`config.mk`:
```
export PLATFORM = sky130hd
export DESIGN_NAME = rxie_top
export DESIGN_NICKNAME = d
export VERILOG_FILES = /design/src/rxie_pkg.sv /design/src/rxie_gate.sv /design/src/rxie_top.sv
export VERILOG_INCLUDE_DIRS = /design/src
export SDC_FILE = /design/constraint.sdc
export NUM_CORES = 1
export LEC_CHECK = 0
export ABC_AREA = 1
export BUFFER_PORTS_ARGS = -buffer_cell sky130_fd_sc_hd__buf_2
export CORE_ASPECT_RATIO = 0.75
export CORE_MARGIN = 3
export CORE_UTILIZATION = 40
export CTS_BUF_LIST = sky130_fd_sc_hd__clkbuf_2 sky130_fd_sc_hd__clkbuf_4 sky130_fd_sc_hd__clkbuf_8
export DETAILED_ROUTE_END_ITERATION = 10
export MAX_ROUTING_LAYER = met4
export SLEW_MARGIN = 40
export SYNTH_ARGS = -nofsm -noshare
export SYNTH_HDL_FRONTEND = slang
export SYNTH_HIERARCHICAL = 1
export SYNTH_SLANG_ARGS = --single-unit
```
`constraint.sdc`:
```
create_clock -name aclk -period 2.1 [get_ports aclk]
set_input_delay 0.315 -clock aclk [delete_from_list [all_inputs] [get_ports aclk]]
set_output_delay 0.315 -clock aclk [all_outputs]
set_load 0.005 [all_outputs]
```
`src/rxie_regs.svh`:
```
// Register offsets, reset values and field layout of the receive-path interrupt enable block
`ifndef RXIE_REGS_SVH
`define RXIE_REGS_SVH

`define RXIE_OFS_FLAGS    32'h0000_0348
`define RXIE_OFS_ENABLE   32'h0000_034c
`define RXIE_OFS_SUMMARY  32'h0000_03f0

`define RXIE_RST_FLAGS    32'h0000_0000
`define RXIE_RST_ENABLE   32'h0000_0000
`define RXIE_RST_RDATA    32'h0000_0000
`define RXIE_RST_ADDR     32'h0000_0000

`define RXIE_MASK_BUF     32'hffff_0000
`define RXIE_MASK_GEN     32'h0000_ff7f
`define RXIE_MASK_FLAGS   32'hffff_ff7f
`define RXIE_SUM_PAD      30'h0000_0000

`define RXIE_RESP_OKAY    2'h0
`define RXIE_RESP_SLVERR  2'h2

`endif

```
`src/rxie_pkg.sv`:
```
// Types shared by the receive-path interrupt enable block
package rxie_pkg;

  // Bit order matches the flag and enable registers, bit 31 first
  typedef struct packed {
    logic [7:0] buffer_packet_abort;
    logic [7:0] buffer_packet_confirmed;
    logic       parity_toggle_stream_b;
    logic       parity_toggle_stream_a;
    logic       crypt_mode_mismatch_b;
    logic       crypt_mode_mismatch_a;
    logic       video_header_split_fault_b;
    logic       video_header_split_fault_a;
    logic       video_order_fault_b;
    logic       video_order_fault_a;
    logic       rsvd7;
    logic       busy_ack_sent;
    logic       payload_check_fail;
    logic       no_buffer_target;
    logic       illegal_tcode_abort;
    logic       rx_not_idle_busied;
    logic       reset_start_write_seen;
    logic       self_id_phase_done;
  } rxie_events_t;

  typedef struct packed {
    logic rx_buffer_summary;
    logic rx_general_summary;
  } rxie_summary_t;

  typedef struct packed {
    rxie_summary_t summary;
  } rxie_gate_st_t;

  typedef struct packed {
    logic         awready;
    logic         aw_held;
    logic [31:0]  aw_addr;
    logic         wready;
    logic         w_held;
    logic [31:0]  wdata;
    logic [3:0]   wstrb;
    logic         bvalid;
    logic [1:0]   bresp;
    logic         arready;
    logic         rvalid;
    logic [31:0]  rdata;
    logic [1:0]   rresp;
    rxie_events_t enable;
    rxie_events_t flags;
  } rxie_top_st_t;

endpackage : rxie_pkg

```
`src/rxie_gate.sv`:
```
// Enable gating of event flags onto the two receive-path summary bits
`timescale 1ns/1ps
`include "rxie_regs.svh"

module rxie_gate
  import rxie_pkg::*;
(
  // Clock and reset
  input  wire logic          aclk,
  input  wire logic          aresetn,
  // Flags and enables
  input  wire rxie_events_t  flags,
  input  wire rxie_events_t  enable,
  // Summary bits
  output      rxie_summary_t summary
);

  rxie_gate_st_t st_r;
  rxie_gate_st_t st_nxt;
  logic [31:0]   hit;

  // Reserved bit 7 is masked out below, so it never gates anything
  genvar i;
  generate
    for (i = 0; i < 32; i++) begin : g_hit
      assign hit[i] = flags[i] & enable[i];
    end
  endgenerate

  always_comb begin
    st_nxt = st_r;
    st_nxt.summary.rx_buffer_summary  = |(hit & `RXIE_MASK_BUF);
    st_nxt.summary.rx_general_summary = |(hit & `RXIE_MASK_GEN);
  end

  always_ff @(posedge aclk) begin
    if (!aresetn) begin
      st_r <= '0;
    end else begin
      st_r <= st_nxt;
    end
  end

  assign summary = st_r.summary;

endmodule : rxie_gate

```
`src/rxie_top.sv`:
```
// Receive-path interrupt enable block with AXI4-Lite register slave
//
// Functional notes
// - Buffer abort enables 31:24 drive buffer summary
// - Buffer confirm enables 23:16 drive buffer summary
// - Enables 15,14 gate parity-toggle flags B,A
// - Enables 13,12 gate crypt-mode mismatch B,A
// - Enables 11,10 gate video split faults B,A
// - Enables 9,8 gate video order faults B,A
// - Enable 6 gates busy-ack-sent flag
// - Enable 5 gates payload check failure flag
// - Enable 4 gates no-buffer-target abort flag
// - Enable 3 gates illegal tcode abort flag
// - Enable 2 gates not-idle busied flag
// - Enable 1 gates reset-start write flag
// - Enable 0 gates self-ID done flag
// - Cleared enable blocks summary; flag still records
// - Packet abort raises that buffer's abort flag
`timescale 1ns/1ps
`include "rxie_regs.svh"

module rxie_top
  import rxie_pkg::*;
(
  // Clock and reset
  input  wire logic          aclk,
  input  wire logic          aresetn,
  // AXI4-Lite write address
  input  wire logic [31:0]   s_axi_awaddr,
  input  wire logic          s_axi_awvalid,
  output      logic          s_axi_awready,
  // AXI4-Lite write data
  input  wire logic [31:0]   s_axi_wdata,
  input  wire logic [3:0]    s_axi_wstrb,
  input  wire logic          s_axi_wvalid,
  output      logic          s_axi_wready,
  // AXI4-Lite write response
  output      logic [1:0]    s_axi_bresp,
  output      logic          s_axi_bvalid,
  input  wire logic          s_axi_bready,
  // AXI4-Lite read address
  input  wire logic [31:0]   s_axi_araddr,
  input  wire logic          s_axi_arvalid,
  output      logic          s_axi_arready,
  // AXI4-Lite read data
  output      logic [31:0]   s_axi_rdata,
  output      logic [1:0]    s_axi_rresp,
  output      logic          s_axi_rvalid,
  input  wire logic          s_axi_rready,
  // One-cycle event pulses from the receive path
  input  wire rxie_events_t  rx_events,
  // Flags and summary toward the system interrupt register
  output      rxie_events_t  rx_path_event_flags,
  output      rxie_summary_t system_irq_summary
);

  localparam rxie_top_st_t RST_ST = '{
    awready : 1'h1,
    aw_held : 1'h0,
    aw_addr : `RXIE_RST_ADDR,
    wready  : 1'h1,
    w_held  : 1'h0,
    wdata   : `RXIE_RST_RDATA,
    wstrb   : 4'h0,
    bvalid  : 1'h0,
    bresp   : `RXIE_RESP_OKAY,
    arready : 1'h1,
    rvalid  : 1'h0,
    rdata   : `RXIE_RST_RDATA,
    rresp   : `RXIE_RESP_OKAY,
    enable  : `RXIE_RST_ENABLE,
    flags   : `RXIE_RST_FLAGS
  };

  rxie_top_st_t  st_r;
  rxie_top_st_t  st_nxt;
  rxie_summary_t summary;
  logic [31:0]   byte_mask;
  logic [31:0]   set_vec;
  logic [31:0]   clr_vec;
  logic [31:0]   flag_vec;

  assign byte_mask = {{8{st_r.wstrb[3]}}, {8{st_r.wstrb[2]}},
                      {8{st_r.wstrb[1]}}, {8{st_r.wstrb[0]}}};

  // Hardware sets the flag; bit 7 is reserved and never sets
  assign set_vec = rx_events & `RXIE_MASK_FLAGS;

  always_comb begin
    st_nxt   = st_r;
    clr_vec  = '0;
    flag_vec = '0;

    // Write address and data are taken independently, one write at a time
    if (s_axi_awvalid && st_r.awready) begin
      st_nxt.aw_held = 1'h1;
      st_nxt.aw_addr = s_axi_awaddr;
      st_nxt.awready = 1'h0;
    end
    if (s_axi_wvalid && st_r.wready) begin
      st_nxt.w_held  = 1'h1;
      st_nxt.wdata   = s_axi_wdata;
      st_nxt.wstrb   = s_axi_wstrb;
      st_nxt.wready  = 1'h0;
    end

    if (st_r.aw_held && st_r.w_held && !st_r.bvalid) begin
      st_nxt.aw_held = 1'h0;
      st_nxt.w_held  = 1'h0;
      st_nxt.bvalid  = 1'h1;
      st_nxt.bresp   = `RXIE_RESP_OKAY;
      unique case (st_r.aw_addr)
        `RXIE_OFS_ENABLE: begin
          // Bit 7 stores but gates nothing downstream
          st_nxt.enable = (st_r.enable & ~byte_mask) | (st_r.wdata & byte_mask);
        end
        `RXIE_OFS_FLAGS: begin
          clr_vec = st_r.wdata & byte_mask;
        end
        `RXIE_OFS_SUMMARY: begin
          // Read-only status, a write has no effect
        end
        default: begin
          st_nxt.bresp = `RXIE_RESP_SLVERR;
        end
      endcase
    end

    if (st_r.bvalid && s_axi_bready) begin
      st_nxt.bvalid  = 1'h0;
      st_nxt.awready = 1'h1;
      st_nxt.wready  = 1'h1;
    end

    // A set in the cycle of its write-one clear wins, so no event is lost
    flag_vec     = ((st_r.flags & ~clr_vec) | set_vec) & `RXIE_MASK_FLAGS;
    st_nxt.flags = flag_vec;

    // Reads sample register state as it stood at the address handshake
    if (s_axi_arvalid && st_r.arready) begin
      st_nxt.arready = 1'h0;
      st_nxt.rvalid  = 1'h1;
      st_nxt.rresp   = `RXIE_RESP_OKAY;
      unique case (s_axi_araddr)
        `RXIE_OFS_ENABLE:  st_nxt.rdata = st_r.enable;
        `RXIE_OFS_FLAGS:   st_nxt.rdata = st_r.flags;
        `RXIE_OFS_SUMMARY: st_nxt.rdata = {`RXIE_SUM_PAD, summary};
        default: begin
          st_nxt.rdata = `RXIE_RST_RDATA;
          st_nxt.rresp = `RXIE_RESP_SLVERR;
        end
      endcase
    end
    if (st_r.rvalid && s_axi_rready) begin
      st_nxt.rvalid  = 1'h0;
      st_nxt.arready = 1'h1;
    end
  end

  always_ff @(posedge aclk) begin
    if (!aresetn) begin
      st_r <= RST_ST;
    end else begin
      st_r <= st_nxt;
    end
  end

  rxie_gate u_gate (
    .aclk    (aclk),
    .aresetn (aresetn),
    .flags   (st_r.flags),
    .enable  (st_r.enable),
    .summary (summary)
  );

  assign s_axi_awready       = st_r.awready;
  assign s_axi_wready        = st_r.wready;
  assign s_axi_bresp         = st_r.bresp;
  assign s_axi_bvalid        = st_r.bvalid;
  assign s_axi_arready       = st_r.arready;
  assign s_axi_rdata         = st_r.rdata;
  assign s_axi_rresp         = st_r.rresp;
  assign s_axi_rvalid        = st_r.rvalid;
  assign rx_path_event_flags = st_r.flags;
  assign system_irq_summary  = summary;

endmodule : rxie_top

```
==> flow_summary.toml, run 1 <==
[outcome]
outcome = "completed"

[synth]
netlist_instances = 1191
yosys_register_bits = 174
yosys_warnings = 6
syn_avg_cell_area_um2 = 6.805
synthesis.area_mm2 = 0.008105
ys_types = 25
ys_seq_area_share_pct = 42.98

[worst_setup_path]
critPathMostFrequentCell = "nand2_1"
cp_slowest_cell = "nor2_4"
crit_start = "st_r[163]"
rr_startpoint = "st_r[163]"
crit_path_cell_trace = "nor2_1 -> nand2_1 -> nor2_1 -> nand2_1 -> nor2_4 -> nand3_1 -> nand2_1 -> a21oi_1"
r2r_slack_ns = 0.27
critPathMaxFanout = 13
timing.critical_path.to_type = "register"
critPathLaunchType = "register"
cp.arrival_ns = 2.19
required_ns = 2.45
r2r.worst_path.cells = 8
criticalPathCategory = "reg2reg"
slowest_delay_ns = 0.36

[floorplan]
start_util_pct = 41.36
core_area_mm2 = 0.01960
dieHeight_um = 129.3
die_area_mm2 = 0.02203
die_width_um = 170.4
rows = 44
num_io_pins = 214

[grt]
antenna_found_initial = 5
grtUsageTotal_pct = 21.39
grt_pass1_wl_mm = 36.06
first_global_vias = 6848
grt_max_degree = 44
grt_overflow = 0

[clock_network]
clkTransAtPathRegs_ns = 0.10
clock_sinks = 174
clk_latency_ns = 0.47
cts_root_buffer = "clkbuf_8"
cts_hold_buf = 0
h-tree-depth = 4
post_cts_buffers = 0
cts_resized = 0
cts_tree = "built"
clockBufferDepth = 2
numCtsBuffers = 17

[timing]
relSlewSlack_pct = 57.76
post-route-min-period_ns = 1.835
fin_tns_setup_ns = 0
rsz0062_at_grt = "no"
fmax_ghz = 0.5450
finClkSkew_ns = 0.01095
setup_viol = 0
finalHoldViolCount = 0
timing.final.crit_share_pct = 87.38
worstMarginPinSlew_ns = 0.6328
final_max_slew_viol_count = 0

[placed_design]
gp_congestion = 0.8409
port_buffers = 209
dp_hpwl_mm = 16.76

[layout]
synthToLayoutAreaGrowth_pct = 15.42
nNetsFinal = 1442
final_layout_size_suffix_gt1_share_pct = 20.97
final_util_pct = 47.73

[pwr]
p_leak_nw = 4.232
pwr_density_cell_mw_per_mm2 = 754.9
ir_drop_mv = 0.3774
p_total_mw = 7.062

[routing]
wl_per_cell_um = 14.62
vias = 7766
first_pass_iters = 5
drtIter0Drc = 609
drc_errors = 0
ant_nets = 0
wl_mm = 23.02
vias_per_cell = 4.934

[worst_hold_path]
hp-start = "s_axi_rready"
whs_path_depth = 3
hp-class = "in2reg"
hold_path_end = "s_axi_arready"

[job]
cap_violations = 0
Yosys cell counts:
cell	n	area, um2
nand2_1	279	1047
nor2_1	196	735.7
dfxtp_1	174	3483
a21oi_1	108	540.5
nand3_1	106	530.5
buf_4	75	563.0
inv_1	63	236.5
o21ai_0	61	305.3
clkbuf_1	43	161.4
nand4_1	34	212.7
buf_2	15	75.07
o21ai_1	10	50.05
buf_1	6	22.52
nor2_2	4	25.02
buf_6	3	33.78
inv_2	3	11.26
clkinv_1	2	7.510
o21a_1	2	15.01
and2_0	1	6.260
and2_1	1	6.260
conb_1	1	3.750
nor2_4	1	11.26
nor3_1	1	5.000
nor3_2	1	10.01
o22ai_1	1	6.260
layer usage:
| metal | vias up | global-route usage (%) | share of wire, % | routed length [um] |
|---|---|---|---|---|
| met5 | - | - | 0 | 0 |
| met4 | 0 | 5.484 | 1.2 | 280 |
| met3 | 18 | 6.435 | 10 | 2296 |
| met2 | 287 | 28.07 | 39 | 8987 |
| met1 | 3468 | 31.54 | 50 | 11450 |
| li1 | 3993 | - | - | - |
kinds of logic after synthesis:
kind of cell	count (synthesis)	synth area share (%)
flip-flops	174	42.98
AND/OR/NAND/NOR	624	31.95
other	1	0.04627
buffers and inverters	210	13.71
AO/OA/AOI/OAI	182	11.32
per-stage QoR:
step                      area (um2)  hold slack, ns  instances  setup slack (ns)
after floorplan                 8113          0.4300       1193            0.7312
after global placement          8881          0.4421       1537            0.2751
after detailed placement        8881          0.4467       1537            0.2171
after CTS                       9343         0.03327       1569            0.1875
after global routing            9355         0.04749       1574           0.01664
final                           9355         0.07070       1574            0.2650
cell type report:
cell class                 instances  area [um2]
fill                            2063       10240
multi-input combinational        809        3537
sequential                       174        3483
timing repair buffer             233        1289
tap                              253       316.6
clock buffer                      19       261.5
inverter                          68       255.2
clock inverter                    13       200.2
antenna                            5       12.51
worst max path at each step:
stage | to | cells past startpoint
global route | register | 8
floorplan | register | 8
global placement | register | 8
detailed placement | register | 8
finish | register | 8
CTS | register | 8
worst max-delay path: cells and delay by family, from the launching register on:
kind            cells  cell delay [ns]
compound gates      1             0.07
simple gates        7             1.33
flops               1             0.32
where the power goes:
group | internal [mW] | switching (mW) | total, mW
sequential | 3.47 | 0.180 | 3.65
clock | 1.39 | 1.32 | 2.71
combinational | 0.292 | 0.411 | 0.703
total | 5.15 | 1.91 | 7.06
cells in the final DEF, fill, tap and decap left out:
| cell type | n |
|---|---|
| a21oi_1 | 108 |
| and2_0 | 1 |
| and2_1 | 1 |
| buf_12 | 5 |
| buf_2 | 209 |
| buf_4 | 19 |
| bufinv_16 | 4 |
| clkbuf_8 | 19 |
| clkinv_1 | 2 |
| clkinv_4 | 3 |
| clkinvlp_4 | 1 |
| conb_1 | 3 |
| dfxtp_1 | 174 |
| diode_2 | 5 |
| inv_1 | 63 |
| inv_2 | 3 |
| inv_6 | 4 |
| inv_8 | 1 |
| nand2_1 | 279 |
| nand3_1 | 106 |
| nand4_1 | 34 |
| nor2_1 | 195 |
| nor2_2 | 4 |
| nor2_4 | 2 |
| nor3_2 | 1 |
| nor3_4 | 1 |
| o21a_1 | 2 |
| o21ai_0 | 61 |
| o21ai_1 | 10 |
| o22ai_1 | 1 |
(Power assumes the default switching activity.)
==> inputs of run 2 (changes only) <==
--- a/config.mk
+++ b/config.mk
@@ -14,6 +14,8 @@
 export CTS_BUF_LIST = sky130_fd_sc_hd__clkbuf_2 sky130_fd_sc_hd__clkbuf_4 sky130_fd_sc_hd__clkbuf_8
 export DETAILED_ROUTE_END_ITERATION = 10
 export MAX_ROUTING_LAYER = met4
+export RECOVER_POWER = 25
+export SKIP_LAST_GASP = 1
 export SLEW_MARGIN = 40
 export SYNTH_ARGS = -nofsm -noshare
 export SYNTH_HDL_FRONTEND = slang
==> flow_summary.toml, run 2 (same netlist as run 1, synthesis figures left out) <==
[outcome]
outcome = "completed"

[worst_setup_path]
rr_startpoint = "st_r[163]"
cp_num_buf_inv = 0
critPathMostFrequentCell = "nand2_1"
critPathLaunchType = "register"
r2r_slack_ns = 0.26
cpLargestDelayFamily = "simple AND/OR/NAND/NOR gates"
cp_slowest_cell = "nor2_4"
critPathMaxFanout = 13
r2r.worst_path.cells = 8
criticalPathCategory = "reg2reg"
crit_path_cell_trace = "nor2_1 -> nand2_1 -> nor2_1 -> nand2_1 -> nor2_4 -> nand3_1 -> nand2_1 -> a21oi_1"
slowest_delay_ns = 0.36
cp.arrival_ns = 2.19
timing.critical_path.to_type = "register"
required_ns = 2.46

[routing]
vias_per_cell = 4.940
ant_nets = 0
drtIter0Drc = 603
first_pass_iters = 5
vias = 7775
wl_per_cell_um = 14.62
drc_errors = 0
wl_mm = 23.01

[grt]
use_met2_pct = 28.07
grt_use_met1_pct = 31.54
grt_pass1_wl_mm = 36.06
met3_usage_pct = 6.435
busiest_layer = "met1"
grtUsageTotal_pct = 21.39
grt_overflow = 0
antenna_found_initial = 5
first_global_vias = 6848
grt_max_degree = 44

[layout]
final_cell_mix = "nand2_1 (279), buf_2 (207), nor2_1 (196), dfxtp_1 (174), a21oi_1 (108)"
final_util_pct = 47.56
nNetsFinal = 1442
synthToLayoutAreaGrowth_pct = 15.00
final_layout_size_suffix_gt1_share_pct = 20.36
layout_commonest_cell = "nand2_1"

[timing]
rsz0062_at_grt = "no"
timing.final.crit_share_pct = 87.59
post-route-min-period_ns = 1.839
finClkSkew_ns = 0.01047
relSlewSlack_pct = 35.21
worstMarginPinSlew_ns = 0.9719
finalHoldViolCount = 0
final_max_slew_viol_count = 0
fin_tns_setup_ns = 0
fmax_ghz = 0.5437
setup_viol = 0

[clock_network]
cts_root_buffer = "clkbuf_8"
cts_hold_buf = 0
clk_latency_ns = 0.47
clockBufferDepth = 2
post_cts_buffers = 0
clock_sinks = 174
h-tree-depth = 4
clkTransAtPathRegs_ns = 0.10
cts_resized = 0
numCtsBuffers = 17
cts_tree = "built"

[floorplan]
dieHeight_um = 129.3
die_area_mm2 = 0.02203
rows = 44
start_util_pct = 41.36
num_io_pins = 214
core_area_mm2 = 0.01960
die_width_um = 170.4

[placed_design]
port_buffers = 209
dp_hpwl_mm = 16.76
gp_congestion = 0.8409

[pwr]
pwr_density_cell_mw_per_mm2 = 757.1
p_total_mw = 7.058
p_leak_nw = 4.204
ir_drop_mv = 0.3773

[job]
cap_violations = 0

[worst_hold_path]
whs_path_depth = 3
hp-class = "in2reg"
hold_path_end = "s_axi_arready"
hp-start = "s_axi_rready"
-- run 2: changes by cell type in the layout (fill, tap and decap cells not counted), sizes merged --
cell / delta
buf: -9
clkbuf: +9
-- run 2: worst reg2reg max path: cells and delay by family (launching register included) --
family	cells	cell delay (ns)
AO/OA/AOI/OAI	1	0.07
AND/OR/NAND/NOR	7	1.35
flip-flops	1	0.32
-- run 2: worst max path at each step --
stage	start	end	slack, ns	cells after the start
2_1_floorplan	st_r[141]	register	0.73	8
3_3_place_gp	st_r[157]	register	0.28	8
3_5_place_dp	st_r[163]	register	0.22	8
4_1_cts	st_r[163]	register	0.19	8
5_1_grt	st_r[151]	register	0.02	8
6_report	st_r[163]	register	0.26	8
-- run 2: per-layer routing --
| layer | wire [um] | vias to the layer above | share of wire (%) |
|---|---|---|---|
| met2 | 8946 | 305 | 39 |
| met1 | 11440 | 3459 | 50 |
| met5 | 0 | - | 0 |
| li1 | - | 3992 | - |
| met3 | 2324 | 19 | 10 |
| met4 | 300 | 0 | 1.3 |
-- run 2: final cells by class --
cell class | count | area [um2]
clock buffer | 19 | 261.5
inverter | 68 | 255.2
multi-input combinational | 809 | 3530
antenna | 5 | 12.51
fill | 2073 | 10280
sequential | 174 | 3483
timing repair buffer | 233 | 1262
tap | 253 | 316.6
clock inverter | 13 | 200.2
-- run 2: through the flow --
stage | std cells | cell area (um2) | hold WS (ns) | worst slack, ns
4_1_cts | 1569 | 9343 | 0.03327 | 0.1875
3_5_place_dp | 1537 | 8881 | 0.4467 | 0.2171
3_3_place_gp | 1537 | 8881 | 0.4421 | 0.2751
2_1_floorplan | 1193 | 8113 | 0.4300 | 0.7312
5_1_grt | 1574 | 9321 | 0.04749 | 0.01664
6_report | 1574 | 9321 | 0.06822 | 0.2606
-- run 2: where the power goes --
group	leakage (nW)	switching, mW	internal [mW]
Sequential	1.43	0.181	3.47
Combinational	2.54	0.410	0.282
Clock	0.230	1.33	1.39
Total	4.20	1.92	5.14
